<file path="config.mk">
export PLATFORM = sky130hd
export DESIGN_NAME = pblc_top
export DESIGN_NICKNAME = d
export VERILOG_FILES = /design/src/include/pblc_pkg.sv /design/src/include/pblc_chk_if.sv /design/src/design/pblc_prbs_chk.sv /design/src/design/pblc_wrap_cnt.sv /design/src/design/pblc_top.sv
export SDC_FILE = /design/constraint.sdc
export NUM_CORES = 1
export LEC_CHECK = 0
export ABC_AREA = 0
export BUFFER_PORTS_ARGS = -buffer_cell sky130_fd_sc_hd__buf_2
export CAP_MARGIN = 30
export CORE_MARGIN = 2
export CORE_UTILIZATION = 59
export CTS_CLUSTER_DIAMETER = 50
export CTS_CLUSTER_SIZE = 16
export DETAILED_ROUTE_END_ITERATION = 16
export GPL_TIMING_DRIVEN = 0
export PLACE_DENSITY = 0.85
export SYNTH_ARGS = -nofsm -noshare
export SYNTH_HDL_FRONTEND = slang
export SYNTH_HIERARCHICAL = 1
export SYNTH_SLANG_ARGS = --single-unit
</file>
<file path="constraint.sdc">
create_clock -name clk -period 4.4 [get_ports clk]
set_input_delay 0.66 -clock clk [delete_from_list [all_inputs] [get_ports clk]]
set_output_delay 0.66 -clock clk [all_outputs]
set_load 0.01 [all_outputs]
</file>
<file path="src/include/pblc_pkg.sv">
package pblc_pkg;

  // ------------------------------------------------------------
  // register map
  // ------------------------------------------------------------
  localparam logic [7:0] CTRL_IDX = 8'h16;
  localparam logic [7:0] STAT_IDX = 8'h17;
  localparam logic [11:0] CTRL_ADDR = {2'h0, CTRL_IDX, 2'h0};
  localparam logic [11:0] STAT_ADDR = {2'h0, STAT_IDX, 2'h0};
  localparam logic [15:0] CTRL_RST = 16'h0000;
  localparam logic [15:0] STAT_RST = 16'h0000;
  localparam logic [15:0] CTRL_WMASK = 16'hF0FF;

  localparam int CB_WRAP = 15;
  localparam int CB_RAND = 14;
  localparam int CB_SHORT = 13;
  localparam int CB_GEN = 12;
  localparam int CB_RFWD = 7;
  localparam int CB_LFWD = 6;
  localparam int CB_LOOP = 2;
  localparam int CB_PCS = 0;

  localparam int SB_LOCK = 11;
  localparam int SB_LOST = 10;
  localparam int SB_BUSY = 9;
  localparam int SB_SCRM = 8;
  localparam int SB_SCRS = 7;
  localparam int SB_AWAKE = 6;

  // ------------------------------------------------------------
  // encodings and counts
  // ------------------------------------------------------------
  localparam logic [3:0] LOOP_REV = 4'h8;
  localparam logic [3:0] LOOP_EXT = 4'h4;
  localparam logic [3:0] LOOP_ANA = 4'h2;
  localparam logic [3:0] LOOP_DIG = 4'h1;
  localparam logic [1:0] PCS_POST_MLT3 = 2'h3;
  localparam logic [1:0] PCS_POST_SCR = 2'h2;
  localparam logic [1:0] PCS_PRE_SCR = 2'h1;

  localparam logic [10:0] FRAME_LEN_SHORT = 11'd64;
  localparam logic [10:0] FRAME_LEN_LONG = 11'd1518;
  localparam logic [7:0] CONST_BYTE = 8'h55;
  localparam logic [14:0] PRBS_SEED = 15'h7FFF;
  localparam logic [3:0] LOCK_GOOD = 4'h8;
  localparam logic [1:0] PRIME_BYTES = 2'h2;
  localparam int CNT_WIDTH = 16;

  typedef enum logic [1:0] {GEN_IDLE, GEN_SEND, GEN_HOLD} pblc_gen_state_t;

  // eight serial steps of x15 + x14 + 1, newest bit in the lsb
  function automatic logic [14:0] prbs_step8(input logic [14:0] s);
    logic [14:0] r;
    r = s;
    for (int i = 0; i < 8; i++) begin
      r = {r[13:0], r[14] ^ r[13]};
    end
    return r;
  endfunction
endpackage

</file>
<file path="src/include/pblc_chk_if.sv">
`timescale 1ns/10ps
interface pblc_chk_if;
  logic en;
  logic rx_valid;
  logic [7:0] rx_data;
  logic byte_stb;
  logic err_stb;
  logic locked;
  logic lost;
  modport chk (input en, rx_valid, rx_data, output byte_stb, err_stb, locked, lost);
  modport ctl (output en, rx_valid, rx_data, input byte_stb, err_stb, locked, lost);
endinterface

</file>
<file path="src/design/pblc_prbs_chk.sv">
`timescale 1ns/10ps
module pblc_prbs_chk
  import pblc_pkg::*;
(
  // clock and reset
  input wire logic clk,
  input wire logic nrst,
  // checker link
  pblc_chk_if.chk cif
);
  logic [14:0] hist_reg;
  logic [1:0] prime_reg;
  logic [3:0] good_reg;
  logic locked_reg;

  // the last two bytes rebuild the generator state, so a looped stream locks by itself
  wire logic [14:0] pred = prbs_step8(hist_reg);
  wire logic take = cif.en & cif.rx_valid;
  wire logic check = take & (prime_reg == PRIME_BYTES);
  wire logic miss = check & (cif.rx_data != pred[7:0]);
  wire logic hit = check & ~miss & (hist_reg != 15'h0000);

  always_ff @(posedge clk) begin
    if (!nrst || !cif.en) begin
      hist_reg <= 15'h0000;
      prime_reg <= 2'h0;
      good_reg <= 4'h0;
      locked_reg <= 1'b0;
    end else if (take) begin
      hist_reg <= {hist_reg[6:0], cif.rx_data};
      prime_reg <= (prime_reg == PRIME_BYTES) ? prime_reg : prime_reg + 2'h1;
      good_reg <= miss ? 4'h0 : (good_reg == LOCK_GOOD ? good_reg : good_reg + 4'h1);
      locked_reg <= ~miss & (locked_reg | (hit & good_reg == LOCK_GOOD - 4'h1));
    end
  end

  assign cif.locked = locked_reg;
  assign cif.lost = miss & locked_reg;
  assign cif.byte_stb = take;
  assign cif.err_stb = miss;
endmodule

</file>
<file path="src/design/pblc_wrap_cnt.sv">
`timescale 1ns/10ps
module pblc_wrap_cnt
  import pblc_pkg::*;
#(
  parameter int W = CNT_WIDTH
)
(
  // clock and reset
  input wire logic clk,
  input wire logic nrst,
  // count control
  input wire logic inc,
  input wire logic wrap_mode,
  output logic wrap_pulse
);
  logic [W-1:0] cnt_reg;
  logic pulse_reg;
  wire logic at_max = &cnt_reg;

  always_ff @(posedge clk) begin
    if (!nrst) begin
      cnt_reg <= '0;
      pulse_reg <= 1'b0;
    end else begin
      pulse_reg <= inc & at_max & wrap_mode;
      // without wrap mode the count sticks at full scale
      if (inc && (!at_max || wrap_mode)) begin
        cnt_reg <= cnt_reg + 1'b1;
      end
    end
  end

  assign wrap_pulse = pulse_reg;
endmodule

</file>
<file path="src/design/pblc_top.sv">
`timescale 1ns/10ps
module pblc_top
  import pblc_pkg::*;
#(
  parameter int CNT_W = CNT_WIDTH
)
(
  // clock and reset
  input wire logic clk,
  input wire logic nrst,
  // apb slave
  input wire logic psel,
  input wire logic penable,
  input wire logic pwrite,
  input wire logic [11:0] paddr,
  input wire logic [31:0] pwdata,
  input wire logic [3:0] pstrb,
  output logic [31:0] prdata,
  output logic pready,
  output logic pslverr,
  // core state
  input wire logic speed_100,
  input wire logic speed_gbit,
  input wire logic scr_master_legacy,
  input wire logic scr_slave_legacy,
  input wire logic core_normal_power,
  // received byte stream
  input wire logic rx_valid,
  input wire logic [7:0] rx_data,
  // generated frame stream
  output logic tx_valid,
  output logic [7:0] tx_data,
  output logic tx_sof,
  output logic tx_eof,
  input wire logic tx_ready,
  // loop point selection
  output logic loop_reverse,
  output logic loop_external,
  output logic loop_analog,
  output logic loop_digital,
  output logic rev_loop_to_mac,
  output logic mii_loop_to_line,
  // coding sublayer loops
  output logic pcs_loop_post_mlt3,
  output logic pcs_loop_post_scr,
  output logic pcs_loop_pre_scr,
  output logic pcs_loop_gbit,
  // prbs counter wrap pulses
  output logic byte_wrap_pulse,
  output logic err_wrap_pulse
);
  // ------------------------------------------------------------
  // state
  // ------------------------------------------------------------
  logic [15:0] ctrl_reg;
  logic [15:0] ctrl_next;
  logic lost_reg;
  logic lost_next;
  logic [31:0] prdata_reg;
  logic pslverr_reg;
  logic [15:0] stat_word;
  pblc_gen_state_t gst_reg;
  pblc_gen_state_t gst_next;
  logic [10:0] bcnt_reg;
  logic [10:0] bcnt_next;
  logic [10:0] len_reg;
  logic [10:0] len_next;
  logic [14:0] prbs_reg;
  logic [14:0] prbs_next;
  logic tx_valid_reg;
  logic tv_next;
  logic [7:0] tx_data_reg;
  logic [7:0] td_next;
  logic tx_sof_reg;
  logic sof_next;
  logic tx_eof_reg;
  logic eof_next;
  logic [1:0] wrap_pulses;
  logic [1:0] wrap_incs;

  pblc_chk_if cif ();

  // ------------------------------------------------------------
  // apb decode
  // ------------------------------------------------------------
  wire logic sel_ctrl = paddr == CTRL_ADDR;
  wire logic sel_stat = paddr == STAT_ADDR;
  wire logic addr_hit = sel_ctrl | sel_stat;
  wire logic setup = psel & ~penable;
  wire logic access = psel & penable;
  wire logic wr_ctrl = access & pwrite & sel_ctrl;
  wire logic rd_stat = access & ~pwrite & sel_stat;
  wire logic [15:0] wmask = {{8{pstrb[1]}}, {8{pstrb[0]}}} & CTRL_WMASK;

  wire logic wrap_mode = ctrl_reg[CB_WRAP];
  wire logic rand_sel = ctrl_reg[CB_RAND];
  wire logic short_sel = ctrl_reg[CB_SHORT];
  wire logic gen_en = ctrl_reg[CB_GEN];
  wire logic [3:0] loop_sel = ctrl_reg[CB_LOOP +: 4];
  wire logic [1:0] pcs_sel = ctrl_reg[CB_PCS +: 2];

  // ------------------------------------------------------------
  // registers
  // ------------------------------------------------------------
  assign ctrl_next = wr_ctrl ? ((ctrl_reg & ~wmask) | (pwdata[15:0] & wmask)) : ctrl_reg;
  // a read clears only a drop that it actually returned; a new drop wins
  assign lost_next = cif.lost | (lost_reg & ~(rd_stat & prdata_reg[SB_LOST]));
  wire logic gen_busy = (gst_reg == GEN_SEND) | tx_valid_reg;

  always_comb begin
    stat_word = STAT_RST;
    stat_word[SB_LOCK] = cif.locked;
    stat_word[SB_LOST] = lost_reg;
    stat_word[SB_BUSY] = gen_busy;
    stat_word[SB_SCRM] = scr_master_legacy;
    stat_word[SB_SCRS] = scr_slave_legacy;
    stat_word[SB_AWAKE] = core_normal_power;
  end

  // read data is taken in the setup cycle so the access phase needs no wait
  wire logic [31:0] rd_word = sel_ctrl ? {16'h0000, ctrl_reg} :
                              sel_stat ? {16'h0000, stat_word} : 32'h0000_0000;

  always_ff @(posedge clk) begin
    if (!nrst) begin
      ctrl_reg <= CTRL_RST;
      lost_reg <= 1'b0;
      prdata_reg <= 32'h0000_0000;
      pslverr_reg <= 1'b0;
    end else begin
      ctrl_reg <= ctrl_next;
      lost_reg <= lost_next;
      prdata_reg <= setup ? rd_word : prdata_reg;
      pslverr_reg <= setup ? ~addr_hit : pslverr_reg;
    end
  end

  assign prdata = prdata_reg;
  assign pready = 1'b1;
  assign pslverr = pslverr_reg & access;

  // ------------------------------------------------------------
  // loop selection
  // ------------------------------------------------------------
  // a code with more than one bit set selects no loop
  assign loop_reverse = loop_sel == LOOP_REV;
  assign loop_external = loop_sel == LOOP_EXT;
  assign loop_analog = loop_sel == LOOP_ANA;
  assign loop_digital = loop_sel == LOOP_DIG;
  assign rev_loop_to_mac = loop_reverse & ctrl_reg[CB_RFWD];
  assign mii_loop_to_line = loop_digital & ctrl_reg[CB_LFWD];
  assign pcs_loop_post_mlt3 = speed_100 & (pcs_sel == PCS_POST_MLT3);
  assign pcs_loop_post_scr = speed_100 & (pcs_sel == PCS_POST_SCR);
  assign pcs_loop_pre_scr = speed_100 & (pcs_sel == PCS_PRE_SCR);
  assign pcs_loop_gbit = speed_gbit & pcs_sel[0];

  // ------------------------------------------------------------
  // frame generator
  // ------------------------------------------------------------
  wire logic [14:0] prbs_step = prbs_step8(prbs_reg);
  wire logic slot_free = ~tx_valid_reg | tx_ready;
  wire logic last_byte = bcnt_reg == len_reg - 11'd1;
  wire logic [10:0] pick_len = short_sel ? FRAME_LEN_SHORT : FRAME_LEN_LONG;
  wire logic emit = (gst_reg == GEN_SEND) & gen_en & slot_free;

  always_comb begin
    gst_next = gst_reg;
    bcnt_next = bcnt_reg;
    len_next = len_reg;
    prbs_next = rand_sel ? prbs_reg : PRBS_SEED;
    tv_next = tx_valid_reg & ~tx_ready & gen_en;
    td_next = tx_data_reg;
    sof_next = tx_sof_reg;
    eof_next = tx_eof_reg;
    unique case (gst_reg)
      GEN_IDLE: begin
        if (gen_en) begin
          gst_next = GEN_SEND;
          bcnt_next = 11'd0;
          len_next = pick_len;
        end
      end
      GEN_SEND: begin
        if (!gen_en) begin
          gst_next = GEN_IDLE;
        end else if (slot_free) begin
          tv_next = 1'b1;
          td_next = rand_sel ? prbs_step[7:0] : CONST_BYTE;
          sof_next = bcnt_reg == 11'd0;
          eof_next = last_byte;
          bcnt_next = bcnt_reg + 11'd1;
          if (rand_sel) begin
            prbs_next = prbs_step;
          end
          if (last_byte) begin
            bcnt_next = 11'd0;
            len_next = pick_len;
            // constant payload stops after one frame until the enable is cleared
            gst_next = rand_sel ? GEN_SEND : GEN_HOLD;
          end
        end
      end
      GEN_HOLD: begin
        if (!gen_en) begin
          gst_next = GEN_IDLE;
        end
      end
    endcase
  end

  always_ff @(posedge clk) begin
    if (!nrst) begin
      gst_reg <= GEN_IDLE;
      bcnt_reg <= 11'd0;
      len_reg <= FRAME_LEN_LONG;
      prbs_reg <= PRBS_SEED;
      tx_valid_reg <= 1'b0;
      tx_data_reg <= 8'h00;
      tx_sof_reg <= 1'b0;
      tx_eof_reg <= 1'b0;
    end else begin
      gst_reg <= gst_next;
      bcnt_reg <= bcnt_next;
      len_reg <= len_next;
      prbs_reg <= prbs_next;
      tx_valid_reg <= tv_next;
      tx_data_reg <= td_next;
      tx_sof_reg <= sof_next;
      tx_eof_reg <= eof_next;
    end
  end

  assign tx_valid = tx_valid_reg;
  assign tx_data = tx_data_reg;
  assign tx_sof = tx_sof_reg;
  assign tx_eof = tx_eof_reg;

  // ------------------------------------------------------------
  // prbs checker and counters
  // ------------------------------------------------------------
  assign cif.en = rand_sel;
  assign cif.rx_valid = rx_valid;
  assign cif.rx_data = rx_data;

  pblc_prbs_chk u_chk (
    .clk(clk),
    .nrst(nrst),
    .cif(cif)
  );

  assign wrap_incs = {cif.err_stb, cif.byte_stb};

  // index 0 counts every byte the checker takes, priming bytes included, index 1 counts byte errors
  genvar gi;
  generate
    for (gi = 0; gi < 2; gi++) begin : g_cnt
      pblc_wrap_cnt #(.W(CNT_W)) u_cnt (
        .clk(clk),
        .nrst(nrst),
        .inc(wrap_incs[gi]),
        .wrap_mode(wrap_mode),
        .wrap_pulse(wrap_pulses[gi])
      );
    end
  endgenerate

  assign byte_wrap_pulse = wrap_pulses[0];
  assign err_wrap_pulse = wrap_pulses[1];

  logic [10:0] acc_cnt;
  wire logic accept = tx_valid & tx_ready;

  always_ff @(posedge clk) begin
    if (!nrst || !gen_en) begin
      acc_cnt <= 11'd0;
    end else if (accept) begin
      acc_cnt <= tx_eof ? 11'd0 : acc_cnt + 11'd1;
    end
  end
endmodule

</file>
==> impl_metrics.tcl, run 1 <==
set metrics [dict create \
    net-switching-power_uw 586 \
    power_density_mw_per_mm2 363 \
    hold_path.class "in -> reg" \
    dr.pass1.iters 5 \
    synth_edf_count 0 \
    syn-cell-area_mm2 0.00603 \
    hold_depth 3 \
    grt_use_total_pct 26.8 \
    ys_ff_latch 126 \
    clock_latency_ps 530 \
    crit_arrival_ps 3380 \
    via_per_inst 5.72 \
    clock.fmax_mhz 342 \
    ff2ff_path_depth 10 \
    grt_max_degree 17 \
    h-tree-depth 4 \
    drv_cap 0 \
    dp_hpwl_mm 10.2 \
    yosysUniqueCellTypes 61 \
    finalCriticalPeriod_ps 2920 \
    utilization_pct 73.7 \
    leakage_uw 0.00294 \
    portBuffers 84 \
    synth_top_cell_area_share_pct 41.9 \
    cts_hold_buffers 0 \
    io_pins 125 \
    tightest_slew_ps 992 \
    grt_pass1_vias 5314 \
    combPwrFrac_pct 3.5 \
    drtIter0Drc 254 \
    ys.flop_type "dfxtp_1" \
    drc_errors 0 \
    finalNetCount 868 \
    p_int_uw 2050 \
    placed_area_mm2 0.00667 \
    async_flop_share_pct 0 \
    cp-start-kind "flop" \
    vdd_ir_drop_max_v 0.000377 \
    run_status "finished clean" \
    fp-row-count 36 \
    die_y_um 105 \
    yosysTopAreaCell "dfxtp_1" \
    rsz0062_at_grt "false" \
    sw_frac_of_total_pct 22.2 \
    clk_path_buf_depth 2 \
    finClkSkew_ps 11.4 \
    synthTopCellsByArea "dfxtp_1 42%, mux2i_1 5.3%, nand2_1 4.0%" \
    cp_data_required_time_ps 4860 \
    cts.sinks 126 \
    fin_area_mm2 0.00727 \
    slowest_stage "or4_1" \
    drv_slew 0 \
    share_seq_of_total_power_pct 43.3 \
    yosysWarnings 6 \
    cp_cell_sequence "inv_1, ha_1, xor2_1, nor4_4, a31oi_4, nand4_1, or2_2, clkbuf_1, or4_1, a21oi_1" \
    path_class "reg -> reg" \
    start_util_pct 61.1 \
    area_growth_pct 20.6 \
    numCtsBuffers 17 \
    gp_congestion 0.879 \
    cp_max_fo 11 \
    fp.dieW_um 105 \
    clk_pin_slew_worst_paths_ps 70 \
    ant_nets 0 \
    finalSetupTns_ps 0 \
    report.final.hold_viol_count 0 \
    synth.avg_cell_area_um2 8.98 \
    grt_pass1_wl_mm 24.2 \
    core_mm2 0.00986 \
    wirelength_mm 14.3 \
    setup_viol 0 \
    syn_inst 671 \
    gr-total-overflow 0 \
    antenna_found_initial 0 \
    slowest_delay_ps 510 \
    clkPwrFrac_pct 53.3 \
    cts_resized 0 \
    layout-drive-gt1-share_pct 20.0 \
    total_power_uw 2640 \
    cts_root_buf "clkbuf_8" \
    slew_headroom_pct 33.2 \
    ys_seq_area_share_pct 41.9 \
    via_count 5349 \
    cts_tree "built" \
    design.die.area_mm2 0.0110 \
    fillers 734 \
    worstSetupEndpointType "flop" \
    cts_setup_buffers 0 \
    fin_crit_sh_pct 66.4 \
    wl_per_cell_um 15.2 \
    largest_register_ffs 32 \
    num_antenna_cells 0 \
]
-- through the flow --
step / instances / setup WS (ps) / hold slack, ps
after floorplan: 686 / 1580 / 441
after global placement: 903 / 1290 / 448
after detailed placement: 903 / 1240 / 454
after CTS: 935 / 1480 / 376
after global routing: 935 / 1280 / 385
final: 935 / 1480 / 388
-- power by group through the flow --
stage               clock network, uW  logic (uW)  registers, uW
floorplan                           0        54.3           1170
global placement                    0        86.7           1170
detailed placement                  0        89.0           1170
CTS                              1420        89.8           1140
global route                     1480        98.3           1140
finish                           1410        91.3           1140
-- critical path, delay by kind of cell, from the launching register on --
kind	cells	cell delay, ps
buf+inv	2	250
flops	1	400
simple gates	4	1200
compound gates	2	460
fa+ha+maj	1	300
xor+xnor	1	250
-- cell usage after synthesis (5+ instances only) --
master,instances
o31ai_1,10
nand4_1,17
nor4_1,11
inv_1,22
xnor2_1,11
or4_1,13
dfxtp_1,126
nor2_1,42
nor4b_1,6
nand2b_1,11
ha_1,11
buf_2,6
clkbuf_1,23
nand3_1,34
o211ai_1,8
nand2_1,64
mux2i_1,32
a21boi_0,7
o41ai_1,5
xor2_1,16
o21ai_0,19
nor3_1,15
a21oi_1,22
a22oi_1,14
nor2b_1,30
buf_4,17
or3_1,9
and2_1,9
-- area by class of cell --
class | count | area [um2] | share of cell area, %
Clock inverter | 15 | 185 | 2.55
Inverter | 22 | 82.6 | 1.14
Tap cell | 133 | 166 | 2.29
Timing Repair Buffer | 84 | 420 | 5.78
Multi-Input combinational cell | 490 | 3220 | 44.4
Clock buffer | 17 | 414 | 5.70
Buffer | 48 | 253 | 3.48
Sequential cell | 126 | 2520 | 34.7
-- per-layer routing --
| metal | global-route usage [%] | part of all wire [%] | vias to the layer above |
|---|---|---|---|
| li1 | - | - | 2617 |
| met1 | 30.6 | 42 | 2574 |
| met2 | 48.3 | 52 | 138 |
| met3 | 6.92 | 4.9 | 20 |
| met4 | 9.05 | 1.4 | 0 |
| met5 | 0 | 0 | - |
-- layout by cell type (no fill, tap or decap), types with 13 or more instances in the layout --
cell         n
nor2_1      42
a21oi_1     22
a22oi_1     14
nor2b_1     30
or4_1       13
nand3_1     34
nor3_1      15
buf_4       17
o21ai_0     19
mux2i_1     32
nand2_1     64
conb_1      17
buf_2       90
inv_1       22
clkbuf_1    23
dfxtp_1    126
xor2_1      16
nand4_1     17
clkbuf_16   16
-- cells by family (layout without fill, tap and decap cells) --
family / Yosys count / after routing / synth area share (%)
adder cells (fa/ha/maj): 11 / 11 / 2.28
other: 2 / 17 / 0.125
flip-flops: 126 / 126 / 41.9
AO/OA/AOI/OAI: 109 / 109 / 12.9
XOR/XNOR: 30 / 30 / 5.05
buffers and inverters: 70 / 186 / 5.56
multiplexers: 32 / 32 / 5.32
AND/OR/NAND/NOR: 291 / 291 / 27.0
-- worst paths after layout --
path / startpoint / to / slack [ps]
worst min-delay path: pwdata[12] / flop / 390
worst min register to register: tx_data[7]$_SDFFE_PN0P_ / tx_data[7]$_SDFFE_PN0P_ / 470
worst max register to register: u_chk/hist_reg[8]$_SDFFE_PP0P_ / g_cnt[1].u_cnt/cnt_reg[14]$_SDFFE_PN0P_ / 1480
worst max-delay path: u_chk/hist_reg[8]$_SDFFE_PP0P_ / g_cnt[1].u_cnt/cnt_reg[14]$_SDFFE_PN0P_ / 1480
Power figures use the tool's default switching activity.
==> run 2: changes to the inputs <==
ABC_AREA = 1   (was 0)
CORE_UTILIZATION = 50   (was 59)
PLACE_DENSITY = 0.76   (was 0.85)
clock period = 2.6 ns   (was 4.4 ns; I/O delays follow)
==> run 2 against run 1 <==
Area after synthesis rose by 8.3%. Global-route usage fell by 3.4 points. Total power rose by 75%. Non-clock buffer count rose by 2. Final cell count rose by 32%. Register-to-register slack got worse by 1200 ps. Cell area rose by 8.0%. Sequential power rose by 70%. Critical endpoint is now g_cnt[1].u_cnt/cnt_reg[13]$_SDFFE_PN0P_.
==> impl_metrics.tcl, run 2 <==
set metrics [dict create \
    run_status "finished clean" \
    antenna_found_initial 2 \
    grt_max_degree 17 \
    h-tree-depth 4 \
    leakage_uw 0.00339 \
    fp.dieW_um 118 \
    syn_inst 931 \
    drtIter0Drc 500 \
    dp.cells 1202 \
    numCtsBuffers 17 \
    cp_data_required_time_ps 2900 \
    clk_path_buf_depth 2 \
    slew_headroom_pct 59.6 \
    clock_latency_ps 420 \
    dp_hpwl_mm 11.6 \
    syn-cell-area_mm2 0.00653 \
    layout_common_cells "189 x nand2_1, 126 x dfxtp_1, 101 x nor2_1" \
    clk_pin_slew_worst_paths_ps 60 \
    cts_tree "built" \
    routed.top_layer "met4" \
    gp_congestion 0.883 \
    ys_ff_latch 126 \
    dr.pass1.iters 5 \
    start_util_pct 51.5 \
    wl_per_cell_um 13.1 \
    core_mm2 0.0127 \
    path_class "reg -> reg" \
    synthTopCellsByCount "189 x nand2_1, 126 x dfxtp_1, 101 x nor2_1, 98 x a21oi_1, 98 x nand3_1" \
    finClkSkew_ps 7.15 \
    final_cells 1235 \
    cp_max_fo 9 \
    cp-start-kind "flop" \
    worstSetupEndpointType "flop" \
    fillers 1158 \
    crit_arrival_ps 2600 \
    synth_top_cell_area_share_pct 38.7 \
    gr-total-overflow 0 \
    io_pins 125 \
    share_seq_of_total_power_pct 41.8 \
    cts_setup_buffers 0 \
    grt_pass1_wl_mm 26.6 \
    largest_register_ffs 32 \
    met3_length_um 877 \
    yosysUniqueCellTypes 38 \
    portBuffers 84 \
    combPwrFrac_pct 3.7 \
    yosysTopAreaCell "dfxtp_1" \
    power_density_mw_per_mm2 590 \
    finalSetupTns_ps 0 \
    fin_crit_sh_pct 88.4 \
    synthTopCellsByArea "dfxtp_1 39%, nand2_1 11%, a21oi_1 7.5%" \
    finalNetCount 1128 \
    synth.avg_cell_area_um2 7.01 \
    p_int_uw 3630 \
    die_y_um 118 \
    ff2ff_path_depth 15 \
    finalCriticalPeriod_ps 2300 \
    ys.flop_type "dfxtp_1" \
    cts_root_buf "clkbuf_16" \
    async_flop_share_pct 0 \
    regArea_mm2 0.00252 \
    area_growth_pct 20.3 \
    net-switching-power_uw 997 \
    drv_cap 0 \
    via_per_inst 5.06 \
    report.final.hold_viol_count 0 \
    drc_errors 0 \
    setup_viol 0 \
    vdd_ir_drop_max_v 0.000607 \
    drv_slew 0 \
    fp-row-count 41 \
    yosysWarnings 6 \
    design.die.area_mm2 0.0140 \
    wl_met2_mm 7.63 \
    clkPwrFrac_pct 54.4 \
    hold_depth 3 \
    yosysMostFrequentCell "nand2_1" \
    grt_pass1_vias 5641 \
    cts.sinks 126 \
    synth_edf_count 0 \
    cts_hold_buffers 0 \
    clock.fmax_mhz 435 \
    ys_seq_area_share_pct 38.7 \
    multi_input_area_mm2 0.00331 \
    wl_met1_mm 7.43 \
    mostFrequentLayoutCell "nand2_1" \
    sw_frac_of_total_pct 21.5 \
    rsz0062_at_grt "false" \
    layout-drive-gt1-share_pct 20.0 \
    ant_nets 0 \
    hold_path.class "in -> reg" \
    grt_use_total_pct 23.4 \
    tightest_slew_ps 601 \
    via_count 6255 \
    wirelength_mm 16.2 \
    reg2reg_slack_ps 300 \
    cts_resized 0 \
]
==> run 2: changes by cell type in the layout (fill, tap and decap cells not counted), sizes merged, moves of 30 or more <==
cell   previous run  this run
a21oi            22        98
inv              26       110
nand2            65       201
nor2             42       114
mux2i            32         0
nand3            34       106
nor2b            30         0
==> run 2: final timing paths <==
| check | from | end |
|---|---|---|
| min reg2reg | u_chk/prime_reg[0]$_SDFFE_PP0P_ | u_chk/prime_reg[0]$_SDFFE_PP0P_ |
| max | u_chk/hist_reg[7]$_SDFFE_PP0P_ | g_cnt[1].u_cnt/cnt_reg[13]$_SDFFE_PN0P_ |
| max reg2reg | u_chk/hist_reg[7]$_SDFFE_PP0P_ | g_cnt[1].u_cnt/cnt_reg[13]$_SDFFE_PN0P_ |
| min | pwdata[6] | flop |
==> run 2: kinds of logic (layout without fill, tap and decap cells) <==
logic type      after synthesis  after routing  share of synthesized area, %
simple gates                479            479                          34.7
buf+inv                     159            274                          11.4
compound gates              138            138                          10.9
flops                       126            126                          38.7
xor+xnor                     16             16                          2.15
fa+ha+maj                    11             11                          2.11
other cells                   2             19                         0.115
==> run 2: final cells by class <==
cell class | instances | share of cell area [%]
sequential | 126 | 32.1
timing repair buffer | 84 | 5.36
inverter | 109 | 5.21
tap | 172 | 2.74
antenna | 2 | 0.0638
multi-input combinational | 661 | 42.2
clock buffer | 18 | 5.59
clock inverter | 13 | 2.41
buffer | 50 | 4.29
==> run 2: critical path, cell delays in order, from the launching register on <==
cell	delay (ps)
dfxtp_1	340
inv_1	70
ha_1	300
xnor2_1	190
nand3_2	100
nor2_2	150
nand2_2	80
nand2_4	100
inv_1	70
buf_4	160
inv_1	100
nor2_1	50
nand2_1	130
nor2_1	90
a21oi_1	170
nor2_1	70
==> run 2: power groups by stage <==
stage / Clock, uW / Combinational, uW / Sequential, uW
after global placement: 0 / 167 / 1980
after global routing: 2640 / 191 / 1930
after detailed placement: 0 / 170 / 1980
final: 2520 / 172 / 1940
after floorplan: 0 / 103 / 1980
after CTS: 2540 / 171 / 1940
==> run 2: layer usage <==
metal	vias to the layer above	GRT usage (%)
met5	-	0
met4	0	8.51
met3	19	5.36
met2	167	38.0
met1	2836	30.4
li1	3233	-
==> run 2: through the flow <==
stage | utilization, % | setup WS, ps | instance area [um2] | total power, uW | hold WS [ps]
finish | 62.0 | 301 | 7850 | 4630 | 246
global route | 62.0 | 99.6 | 7850 | 4770 | 251
CTS | 61.9 | 298 | 7850 | 4650 | 235
detailed placement | 57.0 | 341 | 7220 | 2150 | 443
global placement | 57.0 | 393 | 7220 | 2140 | 435
floorplan | - | 650 | 6580 | 2080 | 422
==> run 3: changes to the inputs <==
ABC_AREA = default   (was 1)
CTS_CLUSTER_DIAMETER = 200   (was 50)
GPL_ROUTABILITY_DRIVEN = 0   (was default)
PLACE_DENSITY = 0.77   (was 0.76)
==> run 3 against run 2 <==
Core utilization increased by 0.20 points. Count of clock-buffer cells in the layout rose by 3. First-iteration DRC count is 41% lower. Sequential cell count is the same. Die area fell by 7.4%. Final cell count decreased by 23%. Sequential share of layout area rose by 2.0 points. Combinational power shrank 9%. Wire length fell by 12%. Setup slack got worse by 200 ps. Critical path type unchanged. Critical endpoint is now g_cnt[1].u_cnt/cnt_reg[15]$_SDFFE_PN0P_. Highest routed layer unchanged.
==> impl_metrics.tcl, run 3 (same netlist as run 1, synthesis figures left out) <==
set metrics [dict create \
    run_status "finished clean" \
    slowest_delay_ps 470 \
    clk_pin_slew_worst_paths_ps 60 \
    via_count 5332 \
    grt_max_degree 17 \
    gr-total-overflow 0 \
    vdd_ir_drop_max_v 0.000354 \
    reg2reg_to "g_cnt[1].u_cnt/cnt_reg[15]$_SDFFE_PN0P_" \
    finalCriticalPeriod_ps 2500 \
    cts_root_buf "clkbuf_16" \
    path_class "reg -> reg" \
    num_antenna_cells 0 \
    area_growth_pct 22.9 \
    cp_cell_sequence "inv_1, ha_1, xor2_2, nor4_4, a31oi_4, nand3_2, or3_4, or4_1, a21oi_1" \
    total_power_uw 4590 \
    layout-drive-gt1-share_pct 21.8 \
    clock_latency_ps 420 \
    largest_register_ffs 32 \
    clk_path_buf_depth 2 \
    report.final.hold_viol_count 0 \
    drc_errors 0 \
    critPathCapture "g_cnt[1].u_cnt/cnt_reg[15]$_SDFFE_PN0P_" \
    core_mm2 0.0119 \
    placed_area_mm2 0.00669 \
    die_y_um 114 \
    start_util_pct 50.6 \
    grt_pass1_wl_mm 23.6 \
    startpoint "u_chk/hist_reg[13]$_SDFFE_PP0P_" \
    drv_slew 0 \
    cp_data_required_time_ps 2950 \
    dp_hpwl_mm 9.74 \
    drtIter0Drc 295 \
    fillers 977 \
    leakage_uw 0.00299 \
    setup_viol 0 \
    worstSetupEndpointType "flop" \
    ant_nets 0 \
    antenna_found_initial 0 \
    layout_common_cells "120 x dfxtp_1, 89 x buf_2, 64 x nand2_1" \
    crit_cells 9 \
    grt_pass1_vias 5083 \
    rsz0062_at_grt "false" \
    busiest_layer "met2" \
    hold_path.class "in -> reg" \
    clock.fmax_mhz 400 \
    multi_input_area_mm2 0.00327 \
    dp.cells 917 \
    use_met1_pct 27.4 \
    cts.sinks 126 \
    fin_area_mm2 0.00740 \
    crit_buf_inv 1 \
    finClkSkew_ps 6.85 \
    h-tree-depth 4 \
    final_cells 953 \
    power_density_mw_per_mm2 619 \
    numCtsBuffers 17 \
    wl_per_cell_um 15.0 \
    tightest_slew_ps 969 \
    design.die.area_mm2 0.0129 \
    grt_util_met3_pct 5.37 \
    portBuffers 84 \
    fp.dieW_um 114 \
    finalNetCount 872 \
    wirelength_mm 14.3 \
    mostFrequentLayoutCell "dfxtp_1" \
    dr.pass1.iters 5 \
    reg2reg_slack_ps 100 \
    fp-row-count 40 \
    via_per_inst 5.59 \
    regArea_mm2 0.00253 \
    crit_family "simple AND/OR/NAND/NOR gates" \
    grt_use_total_pct 22.6 \
    finalSetupTns_ps 0 \
    ff2ff_path_depth 9 \
    cts_hold_buffers 0 \
    io_pins 125 \
    drv_cap 0 \
    cp_max_fo 7 \
    use_met2_pct 39.3 \
    cp-start-kind "flop" \
    reg2reg_from "u_chk/hist_reg[13]$_SDFFE_PP0P_" \
    slowest_stage "or4_1" \
    utilization_pct 62.2 \
    fin_crit_sh_pct 96.2 \
    crit_arrival_ps 2850 \
    slew_headroom_pct 34.8 \
    cts_tree "built" \
]
[run 3: cell count changes in the layout (fill, tap and decap cells not counted), moves of 11 or more]
cell,delta
a21oi_1,-76
nand2_1,-125
nor2_1,-59
inv_2,-17
nor2b_1,+30
a22oi_1,+13
o21ai_0,-12
nand3_1,-65
inv_1,-69
mux2i_1,+32
nand2b_1,+11
or4_1,+13
[run 3: metal layers]
metal,share of wire [%],vias to the layer above
li1,-,2621
met3,4.9,15
met5,0,-
met2,51,142
met1,43,2554
met4,1.3,0
[run 3: how the worst min path moves through the flow]
stage	cells past startpoint	to	from	slack, ps
floorplan	2	prbs_reg[10]$_SDFF_PN1_	prbs_reg[2]$_SDFF_PN1_	440
global placement	2	prdata[12]$_SDFFE_PN0P_	prdata[12]$_SDFFE_PN0P_	450
detailed placement	2	prdata[12]$_SDFFE_PN0P_	prdata[12]$_SDFFE_PN0P_	460
CTS	3	flop	pwdata[2]	230
global route	3	flop	pwdata[4]	250
finish	3	flop	pwdata[2]	230
[run 3: area by class of cell]
| cell class | instances | area share, % |
|---|---|---|
| Inverter | 22 | 1.12 |
| Clock inverter | 11 | 2.21 |
| Sequential cell | 126 | 34.2 |
| Tap cell | 147 | 2.48 |
| Multi-Input combinational cell | 490 | 44.2 |
| Clock buffer | 21 | 6.22 |
| Buffer | 46 | 3.30 |
| Timing Repair Buffer | 90 | 6.29 |
[run 3: repair_timing]
action                                  in CTS  in global routing
buffers inserted                             3                  3
gates resized for setup                      6                  8
endpoints found under the setup margin       7                  7
pin swaps                                    2                  4
[run 3: through the flow]
| step | hold slack, ps | worst slack (ps) |
|---|---|---|
| 6_report | 234 | 97.6 |
| 2_1_floorplan | 441 | 46.9 |
| 4_1_cts | 228 | 8.97 |
| 5_1_grt | 248 | 26.0 |
| 3_3_place_gp | 451 | -255 |
| 3_5_place_dp | 456 | -312 |
[run 3: worst register-to-register path: stages, from the launching register on]
cell	delay [ps]
dfxtp_2	360
inv_1	60
ha_1	300
xor2_2	240
nor4_4	90
a31oi_4	210
nand3_2	160
or3_4	400
or4_1	470
a21oi_1	150
[run 3: report_power, final]
part           total (uW)  switching [uW]  internal [uW]  leakage (uW)
sequential           1930           0.548           1930       0.00102
clock                2500             849           1650      0.000303
combinational         157            83.8           73.2       0.00167
